### src/core/phyrs_defines.svh
// Constants for the transceiver reset, power-mode and strap block
`ifndef PHYRS_DEFINES_SVH
`define PHYRS_DEFINES_SVH

// ----------------------------------------------------------------------------
// Register offsets
// ----------------------------------------------------------------------------
`define PHYRS_ADDR_W 8
`define PHYRS_DATA_W 16
`define PHYRS_OFF_CTRL 8'h00
`define PHYRS_OFF_CFG 8'h04
`define PHYRS_OFF_STAT 8'h08

// ----------------------------------------------------------------------------
// Field positions
// ----------------------------------------------------------------------------
`define PHYRS_CTRL_SOFT_RST_BIT 15
`define PHYRS_CFG_SLEEP_BIT 6
`define PHYRS_STAT_RESET_BIT 15
`define PHYRS_STAT_PWRDN_BIT 14
`define PHYRS_STAT_SLEEP_BIT 13
`define PHYRS_STAT_MANAGED_BIT 12
`define PHYRS_STAT_PAUSE_BIT 8
`define PHYRS_STAT_ADDR_LSB 0

// ----------------------------------------------------------------------------
// Reset values
// ----------------------------------------------------------------------------
`define PHYRS_RST_DATA 16'h0000
`define PHYRS_RST_ADDR 5'h00

// ----------------------------------------------------------------------------
// Timing
// ----------------------------------------------------------------------------
`define PHYRS_CLK_MHZ 200
`define PHYRS_STRETCH_US 258
`define PHYRS_STRETCH_CYCLES (`PHYRS_STRETCH_US * `PHYRS_CLK_MHZ)
`define PHYRS_CNT_W 16

`endif

### src/core/phyrs_pkg.sv
// Types for the transceiver reset, power-mode and strap block
`include "phyrs_defines.svh"

package phyrs_pkg;

	typedef enum logic [1:0] {
		PHYRS_ST_HOLD = 2'b00,
		PHYRS_ST_STRETCH = 2'b01,
		PHYRS_ST_RUN = 2'b10
	} phyrs_state_e;

	typedef struct packed {
		phyrs_state_e state;
		logic [`PHYRS_CNT_W-1:0] cnt;
		logic soft_rst;
		logic cfg_sleep;
		logic managed;
		logic [4:0] addr;
		logic pause;
		logic phy_reset;
		logic sleep;
		logic pwr_down;
		logic [`PHYRS_DATA_W-1:0] rd_data;
	} phyrs_state_s;

	typedef struct packed {
		logic [`PHYRS_ADDR_W-1:0] addr;
		logic [`PHYRS_DATA_W-1:0] wdata;
		logic wr;
		logic rd;
	} phyrs_bus_s;

endpackage : phyrs_pkg

### src/core/phyrs_top.sv
// Reset stretch, strap capture and power-mode selection for the transceiver
`timescale 1ns/1ps
`default_nettype none
`include "phyrs_defines.svh"

module phyrs_top
	import phyrs_pkg::*;
#(
	parameter int unsigned STRETCH_CYCLES = `PHYRS_STRETCH_CYCLES
) (
	// Clock and reset
	input wire logic i_sys_clk,
	input wire logic i_rst_b,
	// Board pins
	input wire logic i_ext_reset_b,
	input wire logic [4:0] i_addr_strap,
	input wire logic i_pause_strap,
	input wire logic i_sleep,
	input wire logic i_power_down_input,
	input wire logic i_management_disable_strap,
	// Register port
	input wire logic [`PHYRS_ADDR_W-1:0] i_reg_addr,
	input wire logic [`PHYRS_DATA_W-1:0] i_reg_wdata,
	input wire logic i_reg_wr,
	input wire logic i_reg_rd,
	output logic [`PHYRS_DATA_W-1:0] o_reg_rdata,
	// Block outputs
	output logic o_phy_reset,
	output logic [4:0] o_mgmt_addr,
	output logic o_pause_adv,
	output logic o_sleep_mode,
	output logic o_power_down
);

	// ------------------------------------------------------------------------
	// Helpers
	// ------------------------------------------------------------------------
	function automatic logic reg_hit(
		input logic [`PHYRS_ADDR_W-1:0] addr,
		input logic [`PHYRS_ADDR_W-1:0] off
	);
		reg_hit = (addr == off);
	endfunction : reg_hit

	localparam logic [`PHYRS_CNT_W-1:0] STRETCH_LOAD = `PHYRS_CNT_W'(STRETCH_CYCLES - 1);

	phyrs_bus_s bus;
	phyrs_state_s s_reg;
	phyrs_state_s s_next;

	assign bus = '{addr: i_reg_addr, wdata: i_reg_wdata, wr: i_reg_wr, rd: i_reg_rd};

	// ------------------------------------------------------------------------
	// Next state
	// ------------------------------------------------------------------------
	always_comb begin
		s_next = s_reg;
		unique case (s_reg.state)
			PHYRS_ST_HOLD: begin
				// Straps are followed for the whole reset cycle; the last value sticks
				s_next.addr = i_addr_strap;
				s_next.pause = i_pause_strap;
				s_next.managed = ~i_management_disable_strap;
				s_next.cfg_sleep = i_sleep;
				if (i_ext_reset_b) begin
					s_next.state = PHYRS_ST_STRETCH;
					s_next.cnt = STRETCH_LOAD;
				end
			end
			PHYRS_ST_STRETCH: begin
				s_next.addr = i_addr_strap;
				s_next.pause = i_pause_strap;
				s_next.managed = ~i_management_disable_strap;
				s_next.cfg_sleep = i_sleep;
				if (!i_ext_reset_b) begin
					s_next.state = PHYRS_ST_HOLD;
				end else if (s_reg.cnt == '0) begin
					s_next.state = PHYRS_ST_RUN;
					s_next.soft_rst = 1'b0;
				end else begin
					s_next.cnt = s_reg.cnt - 1'b1;
				end
			end
			PHYRS_ST_RUN: begin
				// Writes only land outside reset and only when managed
				if (bus.wr && s_reg.managed) begin
					if (reg_hit(bus.addr, `PHYRS_OFF_CTRL) &&
							bus.wdata[`PHYRS_CTRL_SOFT_RST_BIT]) begin
						s_next.soft_rst = 1'b1;
					end
					if (reg_hit(bus.addr, `PHYRS_OFF_CFG)) begin
						s_next.cfg_sleep = bus.wdata[`PHYRS_CFG_SLEEP_BIT];
					end
				end
				// Soft reset is seen the cycle after its write
				if (!i_ext_reset_b || s_reg.soft_rst) begin
					s_next.state = PHYRS_ST_HOLD;
				end
			end
			default: begin
				s_next.state = PHYRS_ST_HOLD;
			end
		endcase

		s_next.phy_reset = (s_next.state != PHYRS_ST_RUN);
		// Unmanaged: the pin rules live; managed: the register bit overrides it
		s_next.sleep = s_next.managed ? s_next.cfg_sleep : i_sleep;
		s_next.pwr_down = i_power_down_input;

		s_next.rd_data = `PHYRS_RST_DATA;
		if (bus.rd) begin
			if (reg_hit(bus.addr, `PHYRS_OFF_CTRL)) begin
				s_next.rd_data[`PHYRS_CTRL_SOFT_RST_BIT] = s_reg.soft_rst;
			end else if (reg_hit(bus.addr, `PHYRS_OFF_CFG)) begin
				s_next.rd_data[`PHYRS_CFG_SLEEP_BIT] = s_reg.cfg_sleep;
			end else if (reg_hit(bus.addr, `PHYRS_OFF_STAT)) begin
				s_next.rd_data[`PHYRS_STAT_RESET_BIT] = s_reg.phy_reset;
				s_next.rd_data[`PHYRS_STAT_PWRDN_BIT] = s_reg.pwr_down;
				s_next.rd_data[`PHYRS_STAT_SLEEP_BIT] = s_reg.sleep;
				s_next.rd_data[`PHYRS_STAT_MANAGED_BIT] = s_reg.managed;
				s_next.rd_data[`PHYRS_STAT_PAUSE_BIT] = s_reg.pause;
				s_next.rd_data[`PHYRS_STAT_ADDR_LSB +: 5] = s_reg.addr;
			end
		end
	end

	// ------------------------------------------------------------------------
	// State register
	// ------------------------------------------------------------------------
	always_ff @(posedge i_sys_clk or negedge i_rst_b) begin
		if (!i_rst_b) begin
			s_reg <= '{
				state: PHYRS_ST_HOLD,
				cnt: '0,
				soft_rst: 1'b0,
				cfg_sleep: 1'b0,
				managed: 1'b0,
				addr: `PHYRS_RST_ADDR,
				pause: 1'b0,
				phy_reset: 1'b1,
				sleep: 1'b0,
				pwr_down: 1'b0,
				rd_data: `PHYRS_RST_DATA
			};
		end else begin
			s_reg <= s_next;
		end
	end

	assign o_reg_rdata = s_reg.rd_data;
	assign o_phy_reset = s_reg.phy_reset;
	assign o_mgmt_addr = s_reg.addr;
	assign o_pause_adv = s_reg.pause;
	assign o_sleep_mode = s_reg.sleep;
	assign o_power_down = s_reg.pwr_down;

endmodule : phyrs_top
`default_nettype wire

### config.mk
export PLATFORM = sky130hd
export DESIGN_NAME = phyrs_top
export DESIGN_NICKNAME = d
export VERILOG_FILES = /design/src/core/phyrs_pkg.sv /design/src/core/phyrs_top.sv
export VERILOG_INCLUDE_DIRS = /design/src /design/src/core
export SDC_FILE = /design/constraint.sdc
export NUM_CORES = 1
export LEC_CHECK = 0
export ABC_AREA = 1
export ABC_CLOCK_PERIOD_IN_PS = 5500
export BUFFER_PORTS_ARGS = -buffer_cell sky130_fd_sc_hd__buf_2
export CORE_MARGIN = 5
export CORE_UTILIZATION = 30
export CTS_BUF_LIST = sky130_fd_sc_hd__clkbuf_16
export DETAILED_ROUTE_END_ITERATION = 16
export SYNTH_ARGS = -nofsm -noshare
export SYNTH_HDL_FRONTEND = slang
export SYNTH_SLANG_ARGS = --single-unit
export TNS_END_PERCENT = 5
### constraint.sdc
create_clock -name i_sys_clk -period 5.5 [get_ports i_sys_clk]
set_clock_uncertainty 0.2 [all_clocks]
set_input_delay 0.825 -clock i_sys_clk [delete_from_list [all_inputs] [get_ports i_sys_clk]]
set_output_delay 0.825 -clock i_sys_clk [all_outputs]
set_load 0.005 [all_outputs]
==> results.toml, run 1 <==
[timing]
rsz0062_at_grt = "no"
slew_viol_final = 0
fmax_ghz = 0.464
setup_tns_ns = 0
worst_pin_slew_ns = 0.933
whs_ns = 0.297
final-setup-viol-count = 0
slew_headroom_pct = 37.8
hold_viol_final = 0
post-route-min-period_ns = 2.16
period_share_pct = 39.2

[run]
cap_violations = 0

[yosys]
synth_top_family_by_area = "simple AND/OR/NAND/NOR gates"
netlist_instances = 326
synth_cell_type_count = 24
synth_compound_area_share_pct = 5.60
ys_ff_latch = 41
syn_area_per_cell_sq_um = 7.12
syn_area_sq_mm = 0.00232
yosys.area_share.simple_pct = 31.3
yosysWarnings = 0
seq_area_frac_synth_pct = 44.2
synthXorXnorAreaFrac_pct = 1.51
synth-adder-area-share_pct = 0.539
synth.mux.area_fraction_pct = 0

[clock_tree]
cts_resized = 0
cts-root-buf = "clkbuf_16"
cts_buffers = 5
postCtsSetupBuffers = 0
cts_sinks = 41
clk_latency_ns = 0.28
htree_levels = 2
clkSlewWorstSetupHoldPaths_ns = 0.06
tritoncts = "yes"
max-clock-path-buffers = 2
cts_hold_buf = 0

[global_routing]
grtUsageTotal_pct = 10.7
overflow = 0
antenna_found_initial = 0
grt_max_degree = 42
grt_pass1_wl_um = 8620
grt_pass1_vias = 1917

[placed_design]
gp_congestion = 0.879
io_buffers = 43
dp_hpwl_um = 3690

[floorplanning]
design.die.area_sq_mm = 0.00960
start_util_pct = 30.4
rows = 32
dieHeight_um = 98.0
ios = 63
core_area_sq_mm = 0.00765
dieWidth_um = 98.0

[route]
final_antenna_net_count = 0
avgRoutedWirePerCell_um = 10.7
vias = 1976
wirelength_um = 4870
drtIter0Drc = 99
wl_met2_um = 2290
met3_length_um = 323
wl_met1_um = 2240
drc = 0
drt_pass1_iterations = 4
viasPerCell = 4.32
highest_layer = "met4"

[worst_setup_path]
timing.rr.start = "s_reg[28]$_DFFE_PN0P_"
rr_endpoint = "s_reg[34]$_DFFE_PN0P_"
crit_required_ns = 5.46
criticalPathCategory = "register to register"
arrival_ns = 2.12
cp_max_fo = 20
reg2regPathDepth = 9
cp-start-kind = "register"
end_kind = "register"
rrSetupSlack_ns = 3.34

[worst_hold_path]
hp-start = "o_sleep_mode$_DFF_PN0_"
min_to = "o_reg_rdata[13]$_DFF_PN0_"
hold_path.class = "register to register"
holdPathStages = 2

[pwr]
power.density_mw_per_mm2 = 286
leakagePower_nw = 1.51
ir_worst_vdd_uv = 120

[cells_and_area]
layout.nets = 394
drive_above_1_share_pct = 17.2
area_growth_pct = 13.2
finish.utilization_pct = 34.4
largest_reg_flops = 21
final_common_cell = "nand2_1"
num_antenna_cells = 0
most-common-layout-cells = "nand2_1, inv_1, nor2_1"

[outcome]
status = "finished clean"
-- through the flow --
step / power [mW] / instance area [sq um] / cells / setup slack (ns)
2_1_floorplan: 0.444 / 2340 / 330 / 3.77
3_3_place_gp: 0.477 / 2490 / 450 / 3.35
3_5_place_dp: 0.480 / 2490 / 450 / 3.34
4_1_cts: 0.763 / 2630 / 457 / 3.33
5_1_grt: 0.801 / 2630 / 457 / 3.12
6_report: 0.753 / 2630 / 457 / 3.34
-- worst max-delay path by stage --
stage / start / end / cells past startpoint / slack (ns)
after global routing: s_reg[44]$_DFF_PN0_ / s_reg[29]$_DFFE_PN0P_ / 7 / 3.12
after CTS: s_reg[28]$_DFFE_PN0P_ / s_reg[34]$_DFFE_PN0P_ / 9 / 3.33
after floorplan: s_reg[28]$_DFFE_PN0P_ / s_reg[29]$_DFFE_PN0P_ / 9 / 3.77
final: s_reg[28]$_DFFE_PN0P_ / s_reg[34]$_DFFE_PN0P_ / 9 / 3.34
after detailed placement: s_reg[28]$_DFFE_PN0P_ / s_reg[34]$_DFFE_PN0P_ / 9 / 3.34
after global placement: s_reg[28]$_DFFE_PN0P_ / s_reg[32]$_DFFE_PN0P_ / 9 / 3.35
-- power by group --
group	switching (mW)	internal (mW)
Clock	0.114	0.165
Combinational	0.0865	0.0477
Sequential	0.0187	0.321
Total	0.220	0.533
-- metal layers --
layer / up-vias / global-route usage, %
met3: 2 / 3.57
li1: 1017 / -
met1: 906 / 13.6
met2: 51 / 17.8
met5: - / 0
met4: 0 / 2.24
-- logic make-up after synthesis --
kind of cell             count (synthesis)
AO/OA/AOI/OAI                           23
XOR/XNOR                                 4
adder cells (fa/ha/maj)                  1
buffers and inverters                   78
flip-flops                              41
other                                    1
AND/OR/NAND/NOR                        178
-- cell type report --
class                           count  area, sq um
Timing Repair Buffer               43          215
Sequential cell                    41         1030
Multi-Input combinational cell    211          922
Tap cell                          102          128
Fill cell                         824         5020
Inverter                           53          199
Clock inverter                      2         12.5
Clock buffer                        5          125
-- worst max-delay path, stage by stage (launching register included) --
cell and delay (ns):
dfrtp_1 0.41, inv_1 0.12, ha_1 0.26, nand2_2 0.13, nor2_1 0.12, nand4_1 0.10
nand2_2 0.35, inv_2 0.17, nand2_1 0.09, o21ai_0 0.08
-- Yosys cell counts (all sizes together) --
cell / count / area share [%]
nand2: 91 / 15
nor2: 57 / 9.6
inv: 53 / 8.6
dfrtp: 40 / 43
buf: 24 / 8.0
nand3: 24 / 5.2
o21ai: 20 / 5.0
a21oi: 3 / 0.65
nand4: 3 / 0.81
xnor2: 3 / 1.1
nor3: 2 / 0.43
and3: 1 / 0.27
clkbuf: 1 / 0.16
conb: 1 / 0.16
dfstp: 1 / 1.1
ha: 1 / 0.54
xor2: 1 / 0.38
Note: power is estimated with default switching activity, not from simulation.
==> run 2: changes to the inputs <==
ABC_CLOCK_PERIOD_IN_PS = 2000   (was 5500)
clock period = 2 ns   (was 5.5 ns; I/O delays follow)
==> run 2 against run 1 <==
Net effect: final area grew 4.9%; maximum frequency grew 20%; sequential share of layout area shrank 1.8 points; die area is the same; total power grew to 3.0 times the previous value; clock-buffer cell count is the same; via count shrank 0.66%; hold slack lost 0.27 ns; utilization grew 1.7 points; final cell count grew 2.4%; sequential power grew to 2.8 times the previous value; critical endpoint unchanged; largest power group unchanged.
==> results.toml, run 2 (synthesis results as in run 1) <==
[outcome]
status = "finished clean"

[floorplanning]
design.die.area_sq_mm = 0.00960
rows = 32
ios = 63
dieWidth_um = 98.0
start_util_pct = 30.4
core_area_sq_mm = 0.00765
dieHeight_um = 98.0

[worst_setup_path]
crit_buf_inv = 2
path_delay_family = "flip-flops"
cp-start-kind = "register"
timing.rr.start = "s_reg[28]$_DFFE_PN0P_"
rr_endpoint = "s_reg[34]$_DFFE_PN0P_"
criticalPathCategory = "register to register"
max_stage_delay_ns = 0.41
critical_path.slowest_cell = "dfrtp_1"
crit_required_ns = 1.97
cp_max_fo = 5
crit_chain = "inv_1 -> ha_1 -> nand2_2 -> buf_4 -> nor2_2 -> xor2_1 -> nor2_1 -> nand2_1 -> o21ai_0"
reg2regPathDepth = 9
rrSetupSlack_ns = 0.20
arrival_ns = 1.76
end_kind = "register"

[run]
cap_violations = 0

[cells_and_area]
stdcell_count = 468
most-common-layout-cells = "nand2_1, nor2_1, inv_1"
num_antenna_cells = 0
final_common_cell = "nand2_1"
layout.nets = 404
area_growth_pct = 18.7
drive_above_1_share_pct = 19.4
largest_reg_flops = 21
fillerInstances = 816

[route]
met3_length_um = 260
drt_pass1_iterations = 4
vias = 1963
highest_layer = "met4"
avgRoutedWirePerCell_um = 10.2
drc = 0
viasPerCell = 4.19
final_antenna_net_count = 0
wirelength_um = 4770
drtIter0Drc = 69
wl_met1_um = 2300
wl_met2_um = 2170

[global_routing]
grt_pass1_wl_um = 8450
grt_pass1_vias = 1937
antenna_found_initial = 0
grt_max_degree = 24
grtUsageTotal_pct = 10.5
overflow = 0

[timing]
final-setup-viol-count = 0
rsz0062_at_grt = "no"
fmax_ghz = 0.557
hold_viol_final = 0
setup_tns_ns = 0
slew_viol_final = 0
post-route-min-period_ns = 1.80
period_share_pct = 89.8

[worst_hold_path]
hold_path.class = "input port to register"
holdPathStages = 3
min_to = "o_mgmt_addr[2]$_DFFE_PN0N_"
hp-start = "i_addr_strap[2]"

[pwr]
leakagePower_nw = 1.57
ir_worst_vdd_uv = 331
power.density_mw_per_mm2 = 816

[clock_tree]
cts_buffers = 5
cts_sinks = 41
clkSlewWorstSetupHoldPaths_ns = 0.07
tritoncts = "yes"
cts-root-buf = "clkbuf_16"
max-clock-path-buffers = 2
htree_levels = 2
postCtsSetupBuffers = 0
clk_latency_ns = 0.29

[placed_design]
gp_congestion = 0.841
io_buffers = 43
dp_hpwl_um = 3870
dp_cells = 458
-- run 2: cell types whose count changed in the layout (fill, tap and decap cells not counted) --
cell | previous run | this run
buf_4 | 0 | 7
dlygate4sd3_1 | 0 | 2
buf_12 | 0 | 1
bufinv_16 | 0 | 1
clkinv_2 | 0 | 1
clkinv_4 | 1 | 0
inv_1 | 53 | 52
inv_6 | 0 | 1
nand2_2 | 2 | 1
nand2_4 | 0 | 1
-- run 2: power by group --
part	switching (mW)	internal (mW)
logic	0.239	0.154
clock network	0.333	0.591
registers	0.0533	0.882
total	0.625	1.63
-- run 2: cell type report --
cell class / count / area, sq um / area share (%)
sequential: 41 / 1030 / 37.3
multi-input combinational: 211 / 927 / 33.6
timing repair buffer: 53 / 308 / 11.2
inverter: 53 / 199 / 7.21
tap: 102 / 128 / 4.63
clock buffer: 5 / 125 / 4.54
clock inverter: 3 / 43.8 / 1.59
-- run 2: stage by stage --
stage / total power [mW] / area (sq um) / hold WS (ns) / util [%] / worst slack [ns]
after global routing: 2.38 / 2760 / 0.0524 / 36.1 / 0.00831
after detailed placement: 1.34 / 2560 / 0.0876 / 33.5 / 0.217
final: 2.25 / 2760 / 0.0258 / 36.1 / 0.204
after CTS: 2.28 / 2750 / 0.0205 / 36.0 / 0.184
after global placement: 1.34 / 2560 / 0.0858 / 33.5 / 0.222
after floorplan: 1.22 / 2340 / -0.196 / - / 0.271
-- run 2: worst max path at each step --
stage / from / to / cells after the start
floorplan: s_reg[28]$_DFFE_PN0P_ / s_reg[29]$_DFFE_PN0P_ / 9
detailed placement: s_reg[28]$_DFFE_PN0P_ / s_reg[43]$_DFFE_PN0P_ / 10
CTS: s_reg[28]$_DFFE_PN0P_ / s_reg[34]$_DFFE_PN0P_ / 9
global placement: s_reg[28]$_DFFE_PN0P_ / s_reg[34]$_DFFE_PN0P_ / 9
global route: s_reg[28]$_DFFE_PN0P_ / s_reg[34]$_DFFE_PN0P_ / 9
finish: s_reg[28]$_DFFE_PN0P_ / s_reg[34]$_DFFE_PN0P_ / 9
-- run 2: what timing repair did --
item / in CTS / in global routing
setup endpoints to repair: 0 / 1
resized for setup: 0 / 1
hold endpoints to repair: 21 / 0
hold buffers: 2 / 0
-- run 2: metal layers --
layer  global-route usage (%)  vias up
met5                        0        -
met4                     2.88        0
met3                     3.07        4
met2                     17.3       42
met1                     13.6      883
li1                         -     1034
-- run 2: worst reg2reg max path: stages, from the launching register on --
cell,delay [ns]
dfrtp_1,0.41
inv_1,0.12
ha_1,0.19
nand2_2,0.07
buf_4,0.15
nor2_2,0.18
xor2_1,0.18
nor2_1,0.05
nand2_1,0.05
o21ai_0,0.08
